### config.mk
export PLATFORM = sky130hd
export DESIGN_NAME = bsac_ctrl
export DESIGN_NICKNAME = d
export VERILOG_FILES = /design/src/core/bsac_pkg.sv /design/src/core/bsac_sync.sv /design/src/core/bsac_ctrl.sv
export VERILOG_INCLUDE_DIRS = /design/src /design/src/core
export SDC_FILE = /design/constraint.sdc
export NUM_CORES = 1
export LEC_CHECK = 0
export ABC_CLOCK_PERIOD_IN_PS = 3250
export BUFFER_PORTS_ARGS = -buffer_cell sky130_fd_sc_hd__clkbuf_2
export CORE_UTILIZATION = 30
export CTS_CLUSTER_DIAMETER = 100
export DETAILED_ROUTE_END_ITERATION = 12
export PLACE_DENSITY = 0.55
export REMOVE_ABC_BUFFERS = 1
export SLEW_MARGIN = 30
export SYNTH_ARGS = -nofsm -noshare
export SYNTH_HDL_FRONTEND = slang
export SYNTH_SLANG_ARGS = --single-unit
### constraint.sdc
create_clock -name mclk -period 3.25 [get_ports mclk]
set_input_delay 0.325 -clock mclk [delete_from_list [all_inputs] [get_ports mclk]]
set_output_delay 0.325 -clock mclk [all_outputs]
set_load 0.01 [all_outputs]
### src/core/bsac_cfg.svh
// constants for the bus snoop and arbitration control block
`ifndef BSAC_CFG_SVH
`define BSAC_CFG_SVH

// snoop control encodings
`define BSAC_SNP_NONE     2'h0
`define BSAC_SNP_UPDATE   2'h1
`define BSAC_SNP_INVAL    2'h2
`define BSAC_SNP_RSVD     2'h3

// synchroniser depth for pin inputs
`define BSAC_SYNC_STAGES  2

// values held by control state after rst_n
`define BSAC_RST_HOLD_OFF 1'h1
`define BSAC_RST_BUS_MODE 1'h1
`define BSAC_RST_DRIVE    3'h0
`define BSAC_RST_CACHE_ON 1'h1

`endif

### src/core/bsac_pkg.sv
// types shared by the bus snoop and arbitration control block
package bsac_pkg;

  typedef enum logic [1:0] {
    ARB_IDLE = 2'b00,
    ARB_REQ  = 2'b01,
    ARB_OWN  = 2'b10,
    ARB_REL  = 2'b11
  } bsac_arb_t;

  typedef enum logic [1:0] {
    SNP_IDLE = 2'b00,
    SNP_LOOK = 2'b01,
    SNP_MEM  = 2'b10,
    SNP_INTV = 2'b11
  } bsac_snp_t;

  // pin inputs, all asserted high except irq_level_n
  typedef struct packed {
    logic       hard_reset_in;
    logic       xfer_start;
    logic       xfer_ack;
    logic       xfer_err_ack;
    logic       auto_vector_req;
    logic       rd_wr;
    logic [1:0] snoop_ctrl;
    logic       bus_granted_in;
    logic       bus_owned_line;
    logic       cache_off_in;
    logic [2:0] irq_level_n;
  } bsac_pins_t;

  typedef struct packed {
    bsac_arb_t  arb;
    bsac_snp_t  snp;
    logic       in_reset;
    logic       xfer_busy;
    logic       xfer_start;
    logic       bus_want;
    logic       mem_hold_off;
    logic       ack_drv;
    logic       ack_oe;
    logic       snp_write;
    logic [1:0] snp_op;
    logic       bus_mode_normal;
    logic [2:0] drive_large;
    logic       cache_on;
    logic       ext_reset;
    logic [2:0] irq_level;
    logic       irq_waiting;
    logic       acc_taken;
    logic       acc_done;
    logic       acc_err;
    logic       autovec;
    logic       snoop_lookup;
    logic       snoop_update;
    logic       snoop_inval;
  } bsac_state_t;

endpackage : bsac_pkg

### src/core/bsac_sync.sv
// two-stage synchroniser for a vector of pin inputs
`timescale 1ns/1ps
module bsac_sync #(
  parameter int WIDTH = 1
) (
  input  wire  logic             mclk,
  input  wire  logic             rst_n,
  input  wire  logic [WIDTH-1:0] d,
  output logic       [WIDTH-1:0] q
);
  typedef struct packed {
    logic [WIDTH-1:0] meta;
    logic [WIDTH-1:0] stable;
  } bsac_sync_t;

  bsac_sync_t sync_reg;
  bsac_sync_t sync_next;

  // first stage is read only by the second
  always_comb begin
    sync_next        = sync_reg;
    sync_next.meta   = d;
    sync_next.stable = sync_reg.meta;
  end

  always_ff @(posedge mclk or negedge rst_n) begin
    if (!rst_n) begin
      sync_reg <= '0;
    end else begin
      sync_reg <= sync_next;
    end
  end

  assign q = sync_reg.stable;
endmodule : bsac_sync

### src/core/bsac_ctrl.sv
// bus snoop, arbitration, reset and interrupt pin control
`timescale 1ns/1ps
`include "bsac_cfg.svh"

// Notes on behaviour
// - snoop control inputs are ignored while this device owns the bus
// - snooped read may be served from cache; snooped write updates or invalidates
// - mem_hold_off stays asserted throughout reset
// - on snoop, hold memory off until decided; release if no intervention
// - on intervention keep memory held off and finish the transfer as slave
// - mem_hold_off is negated whenever this device is bus master
// - xfer_ack and xfer_err_ack are ignored while mem_hold_off is asserted in snoop
// - bus_want on need; dropped when last pending access starts
// - bus_want may be withdrawn without a transfer; arbiter tolerates it
// - grant means the bus is ours once the current access completes
// - take bus only with grant asserted and bus_owned_line sampled negated
// - keep bus_owned_line until grant removed and transfer done
// - on release drive bus_owned_line negated, then stop driving it
// - cache_off_in disables caches at next boundary; snooping unaffected
// - cache_off_in level in reset selects normal (high) or multiplexed (low) mode
// - hard_reset_in is synchronised to the clock before reset begins
// - in reset all driven pins float and outputs negate except mem_hold_off, irq_level, cache_enable, snoop_write and the mode straps
// - ext_reset_out asserts while the reset instruction executes
// - irq_level_n is active low, top line most significant
// - irq_level_n lines in reset pick drive strength: high small, low large
// - irq_waiting when recognised level exceeds the status_reg mask
// - auto_vector_req with xfer_ack in interrupt acknowledge asks for autovector
// - when intervening, this device drives xfer_ack for each data beat
// - xfer_start is one clock per transfer; watched to detect snooped transfers
module bsac_ctrl (
  input  wire  logic                mclk,
  input  wire  logic                rst_n,
  input  wire  bsac_pkg::bsac_pins_t pins,
  input  wire  logic                acc_pending,
  input  wire  logic                acc_more,
  input  wire  logic                iack_cycle,
  input  wire  logic                reset_instr,
  input  wire  logic [2:0]          status_reg_mask,
  input  wire  logic                cache_boundary,
  input  wire  logic                snoop_decided,
  input  wire  logic                snoop_intervene,
  input  wire  logic                cache_beat,
  input  wire  logic                cache_last,
  output logic                      mem_hold_off,
  output logic                      bus_want,
  output logic                      bus_owned_out,
  output logic                      bus_owned_oe,
  output logic                      xfer_start_out,
  output logic                      xfer_start_oe,
  output logic                      xfer_ack_out,
  output logic                      xfer_ack_oe,
  output logic                      ext_reset_out,
  output logic                      irq_waiting,
  output logic [2:0]                irq_level,
  output logic                      cache_enable,
  output logic                      bus_mode_normal,
  output logic [2:0]                drive_large,
  output logic                      acc_taken,
  output logic                      acc_done,
  output logic                      acc_err,
  output logic                      autovec_hit,
  output logic                      snoop_lookup,
  output logic                      snoop_write,
  output logic                      snoop_update,
  output logic                      snoop_inval
);
  import bsac_pkg::*;

  // idle levels of the pins; the synchroniser clears to zero, so these bits travel inverted
  localparam bsac_pins_t pin_idle = '{irq_level_n: 3'h7, default: '0};

  bsac_pins_t  pin_x;
  bsac_pins_t  pin_s;
  bsac_state_t s_reg;
  bsac_state_t s_next;
  logic        master;
  logic        snoop_on;

  bsac_sync #(
    .WIDTH ($bits(bsac_pins_t))
  ) u_sync (
    .mclk  (mclk),
    .rst_n (rst_n),
    .d     (pins ^ pin_idle),
    .q     (pin_x)
  );
  // no false interrupt level straight after rst_n
  assign pin_s = pin_x ^ pin_idle;

  assign master   = (s_reg.arb == ARB_OWN) || (s_reg.arb == ARB_REL);
  assign snoop_on = (pin_s.snoop_ctrl == `BSAC_SNP_UPDATE) ||
                    (pin_s.snoop_ctrl == `BSAC_SNP_INVAL);

  always_comb begin
    s_next              = s_reg;
    s_next.xfer_start   = 1'b0;
    s_next.acc_taken    = 1'b0;
    s_next.acc_done     = 1'b0;
    s_next.acc_err      = 1'b0;
    s_next.autovec      = 1'b0;
    s_next.ack_drv      = 1'b0;
    s_next.snoop_lookup = 1'b0;
    s_next.snoop_update = 1'b0;
    s_next.snoop_inval  = 1'b0;
    s_next.ext_reset    = reset_instr;
    s_next.irq_level    = ~pin_s.irq_level_n;
    s_next.irq_waiting  = s_next.irq_level > status_reg_mask;
    if (cache_boundary) begin
      s_next.cache_on = ~pin_s.cache_off_in;
    end

    case (s_reg.arb)
      ARB_IDLE: begin
        s_next.bus_want = acc_pending;
        if (acc_pending) begin
          s_next.arb = ARB_REQ;
        end
      end
      ARB_REQ: begin
        s_next.bus_want = acc_pending;
        if (!acc_pending) begin
          s_next.arb = ARB_IDLE;
        end else if (pin_s.bus_granted_in && !pin_s.bus_owned_line) begin
          s_next.arb = ARB_OWN;
        end
      end
      ARB_OWN: begin
        if (!s_reg.xfer_busy && acc_pending && pin_s.bus_granted_in) begin
          s_next.xfer_busy  = 1'b1;
          s_next.xfer_start = 1'b1;
          s_next.acc_taken  = 1'b1;
          s_next.bus_want   = acc_more;
        end else if (!s_reg.xfer_busy && acc_pending) begin
          s_next.bus_want = 1'b1;
        end
        if (s_reg.xfer_busy && (pin_s.xfer_ack || pin_s.xfer_err_ack)) begin
          s_next.xfer_busy = 1'b0;
          s_next.acc_done  = 1'b1;
          s_next.acc_err   = pin_s.xfer_err_ack;
          s_next.autovec   = iack_cycle && pin_s.xfer_ack && pin_s.auto_vector_req;
        end
        if (!pin_s.bus_granted_in && !s_reg.xfer_busy) begin
          s_next.arb = ARB_REL;
        end
      end
      ARB_REL: begin
        s_next.arb      = ARB_IDLE;
        s_next.bus_want = acc_pending;
      end
      default: begin
        s_next.arb = ARB_IDLE;
      end
    endcase

    case (s_reg.snp)
      SNP_IDLE: begin
        if (!master && pin_s.xfer_start && snoop_on) begin
          s_next.snp          = SNP_LOOK;
          s_next.snp_write    = ~pin_s.rd_wr;
          s_next.snp_op       = pin_s.snoop_ctrl;
          s_next.snoop_lookup = 1'b1;
        end
      end
      SNP_LOOK: begin
        if (snoop_decided) begin
          s_next.snp = snoop_intervene ? SNP_INTV : SNP_MEM;
        end
      end
      SNP_MEM: begin
        if (pin_s.xfer_ack || pin_s.xfer_err_ack) begin
          s_next.snp = SNP_IDLE;
          if (s_reg.snp_write && !pin_s.xfer_err_ack) begin
            s_next.snoop_update = s_reg.snp_op == `BSAC_SNP_UPDATE;
            s_next.snoop_inval  = s_reg.snp_op == `BSAC_SNP_INVAL;
          end
        end
      end
      SNP_INTV: begin
        if (cache_beat) begin
          s_next.ack_drv = 1'b1;
          if (cache_last) begin
            s_next.snp = SNP_IDLE;
            s_next.snoop_update = s_reg.snp_write;
          end
        end
      end
      default: begin
        s_next.snp = SNP_IDLE;
      end
    endcase

    s_next.ack_oe       = (s_next.snp == SNP_INTV) || s_next.ack_drv;
    s_next.mem_hold_off = (s_next.snp == SNP_LOOK) || (s_next.snp == SNP_INTV);

    s_next.in_reset = pin_s.hard_reset_in;
    if (pin_s.hard_reset_in) begin
      s_next.arb          = ARB_IDLE;
      s_next.snp          = SNP_IDLE;
      s_next.xfer_busy    = 1'b0;
      s_next.xfer_start   = 1'b0;
      s_next.bus_want     = 1'b0;
      s_next.ack_drv      = 1'b0;
      s_next.ack_oe       = 1'b0;
      s_next.ext_reset    = 1'b0;
      s_next.irq_waiting  = 1'b0;
      s_next.acc_taken    = 1'b0;
      s_next.acc_done     = 1'b0;
      s_next.acc_err      = 1'b0;
      s_next.autovec      = 1'b0;
      s_next.snoop_lookup = 1'b0;
      s_next.snoop_update = 1'b0;
      s_next.snoop_inval  = 1'b0;
      s_next.mem_hold_off = 1'b1;
      s_next.bus_mode_normal = pin_s.cache_off_in;
      s_next.drive_large = pin_s.irq_level_n ^ 3'h7;
    end
  end

  always_ff @(posedge mclk or negedge rst_n) begin
    if (!rst_n) begin
      s_reg                 <= '0;
      s_reg.arb             <= ARB_IDLE;
      s_reg.snp             <= SNP_IDLE;
      s_reg.in_reset        <= 1'b1;
      s_reg.mem_hold_off    <= `BSAC_RST_HOLD_OFF;
      s_reg.bus_mode_normal <= `BSAC_RST_BUS_MODE;
      s_reg.drive_large     <= `BSAC_RST_DRIVE;
      s_reg.cache_on        <= `BSAC_RST_CACHE_ON;
    end else begin
      s_reg <= s_next;
    end
  end

  assign mem_hold_off    = s_reg.mem_hold_off && !master;
  assign bus_want        = s_reg.bus_want;
  assign bus_owned_out   = s_reg.arb == ARB_OWN;
  assign bus_owned_oe    = master;
  assign xfer_start_out  = s_reg.xfer_start;
  assign xfer_start_oe   = s_reg.arb == ARB_OWN;
  assign xfer_ack_out    = s_reg.ack_drv;
  assign xfer_ack_oe     = s_reg.ack_oe;
  assign ext_reset_out   = s_reg.ext_reset;
  assign irq_waiting     = s_reg.irq_waiting;
  assign irq_level       = s_reg.irq_level;
  assign cache_enable    = s_reg.cache_on;
  assign bus_mode_normal = s_reg.bus_mode_normal;
  assign drive_large     = s_reg.drive_large;
  assign acc_taken       = s_reg.acc_taken;
  assign acc_done        = s_reg.acc_done;
  assign acc_err         = s_reg.acc_err;
  assign autovec_hit     = s_reg.autovec;
  assign snoop_lookup    = s_reg.snoop_lookup;
  assign snoop_write     = s_reg.snp_write;
  assign snoop_update    = s_reg.snoop_update;
  assign snoop_inval     = s_reg.snoop_inval;
endmodule : bsac_ctrl

==> results.json <==
{
  "status": "complete, but fails checks",
  "violations": "DRC",
  "skew_ps": 2.578,
  "post-route-period-util_pct": 49.43,
  "rsz0062_at_grt": "no",
  "drive_above_1_share_pct": 40.49,
  "endpoint_kind": "output port",
  "pin_count": 54,
  "p_total_mw": 1.525,
  "die_w_um": 84.50,
  "crit_type": "flip-flop to output port",
  "row_count": 29,
  "final_nets": 231,
  "antenna_found_initial": 0,
  "tns_ps": 0,
  "async_reset_ff_share_pct": 100.0,
  "hpwl_mm": 2.445,
  "portBuffers": 53,
  "cts_setup_buffers": 0,
  "cts_hold_buf": 0,
  "syn_avg_cell_area_um2": 13.89,
  "grt_pass1_wl_mm": 5.927,
  "fp.dieH_um": 84.50,
  "ys_ff_latch": 57,
  "seq_area_frac_synth_pct": 70.04,
  "drt_iter0_drc": 60,
  "critPathArrivalTime_ps": 1280,
  "overflow": 0,
  "period_minus_slack_ps": 1606,
  "slowest_stage": "dfrtp_1",
  "worst-path-stages": 3,
  "ys_types": 36,
  "area.growth.synth_to_final_pct": 23.59,
  "initial_core_util_pct": 31.62,
  "dieArea_um2": 7140,
  "diodes": 0,
  "irDropWorstVdd_mv": 0.3235,
  "grt_max_degree": 36,
  "cts_resized": 0,
  "place.gp.congestion": 0.7238,
  "p_per_area_nw_per_um2": 604.1,
  "path_clk_slew_ps": 60,
  "cts_buffers": 9,
  "clock_latency_ps": 330,
  "grt_pass1_vias": 1231,
  "synth_top_flop_cell": "dfrtp_1",
  "yosysWarningCount": 0,
  "drt-wirelength-per-cell_um": 12.47,
  "hold_viol": 0,
  "hold_path.class": "input pin to asynchronous set/reset pin",
  "drt-total-wl_mm": 3.517,
  "synthCells": 147,
  "ctsLongestPathBuffers": 2,
  "crit_family": "flip-flops",
  "r2r_cells": 3,
  "cp_max_fo": 8,
  "cp_num_buf_inv": 2,
  "r2r-end": "s_reg[18]",
  "critPathLaunchType": "flip-flop",
  "drcViolationCount": 6,
  "viasPerCell": 4.443,
  "drv_cap": 0,
  "ant_nets": 0,
  "p_leak_nw": 1.266,
  "cts_tree": "done",
  "reg2reg_slack_ps": 1920,
  "grt_use_total_pct": 11.42,
  "cts_sinks": 57,
  "cts_root_buf": "clkbuf_8",
  "tightest_slew_ps": 834.4,
  "num_vias": 1253,
  "slew_viol_final": 0,
  "slowest_delay_ps": 520,
  "synth_edf_count": 0,
  "drtPass1Iterations": 8,
  "max_freq_mhz": 622.5,
  "required_ps": 2920,
  "r2r_start": "s_reg[27]",
  "htree_num_levels": 3,
  "netlist_area_um2": 2042,
  "setup_viol": 0,
  "slew_headroom_pct": 44.37,
  "coreArea_um2": 6459,
  "crit_chain": "nand2b_2 -> inv_2 -> clkbuf_2"
}
## stage by stage
step	area, µm²	hold slack (ps)	instances	util [%]	worst slack [ps]
global route	2524	71.39	282	39.07	1513
CTS	2524	74.46	282	39.07	1595
detailed placement	2328	334.7	266	36.05	1924
floorplan	1959	29.41	135	-	2033
global placement	2328	332.0	266	36.05	1939
finish	2524	86.26	282	39.07	1644
## cell usage in the layout, fill, tap and decap left out, types with 2 or more instances in the layout
cell type	count
nand3b_1	3
nor4b_1	2
clkbuf_8	10
clkbuf_2	53
dfstp_2	3
nor2_1	6
inv_1	11
and3_1	4
clkinv_2	4
or4b_1	2
o211ai_1	2
nand3_1	2
o21ai_0	2
mux2_2	4
o21a_1	2
a31oi_1	3
mux2i_1	2
nand2_1	2
dfrtp_1	54
ha_1	3
nor2b_1	5
a21oi_1	9
## worst register-to-register path: cells and delay by family, from the launching register on
family	cells	cell delay (ps)
DFF	1	490
and+or+nand+nor	2	600
muxes	1	140
## per-layer routing
layer / track usage, % / up-vias / routed length [µm]
li1: - / 601 / -
met1: 13.67 / 603 / 1500
met2: 17.29 / 39 / 1723
met3: 5.506 / 10 / 222
met4: 5.547 / 0 / 71
met5: 0 / - / 0
## cell families after synthesis
group / share of synthesized area, %
adder cells (fa/ha/maj): 1.838
AND/OR/NAND/NOR: 11.52
flip-flops: 70.04
XOR/XNOR: 0.4290
multiplexers: 3.186
buffers and inverters: 6.250
AO/OA/AOI/OAI: 6.740
## worst max-delay path by stage
stage / from / endpoint / slack (ps)
global placement: rst_n / snoop_inval / 1940
detailed placement: rst_n / snoop_inval / 1920
CTS: s_reg[30] / xfer_start_oe / 1590
floorplan: s_reg[30] / s_reg[30] / 2030
global route: s_reg[30] / bus_owned_out / 1510
finish: s_reg[30] / xfer_start_oe / 1640
## cells in the mapped netlist, drive strengths merged (2+ instances only)
library cell,number,share of area [%]
a31oi,3,0.92
dfstp,3,3.9
buf,9,3.5
or4b,2,0.98
o211ai,2,0.74
a21oi,9,2.2
nand3b,3,1.1
o21a,2,0.74
nor2,6,1.1
ha,3,1.8
nand2,3,0.67
dfrtp,54,66
nor2b,5,1.5
clkbuf,3,0.55
nor4b,3,2.0
inv,12,2.2
nand3,2,0.49
and3,4,1.2
mux2,4,2.2
nand2b,2,0.74
mux2i,2,0.98
o21ai,2,0.49
## final cells by class
class,count,area (µm²)
fillers,642,3935
flip-flops and latches,57,1430
multi-input cells,66,484.2
repair buffers,54,272.8
clock buffers,10,137.6
well taps,77,96.34
clock inverters,6,57.56
inverters,12,45.04
## where the power goes
part / internal [mW] / total, mW / leakage (nW) / switching (mW)
Sequential: 0.754 / 0.783 / 0.695 / 0.0286
Clock: 0.368 / 0.632 / 0.102 / 0.263
Combinational: 0.0525 / 0.111 / 0.469 / 0.0581
Total: 1.17 / 1.52 / 1.27 / 0.350
No activity file was read; power rests on OpenSTA's default activity.
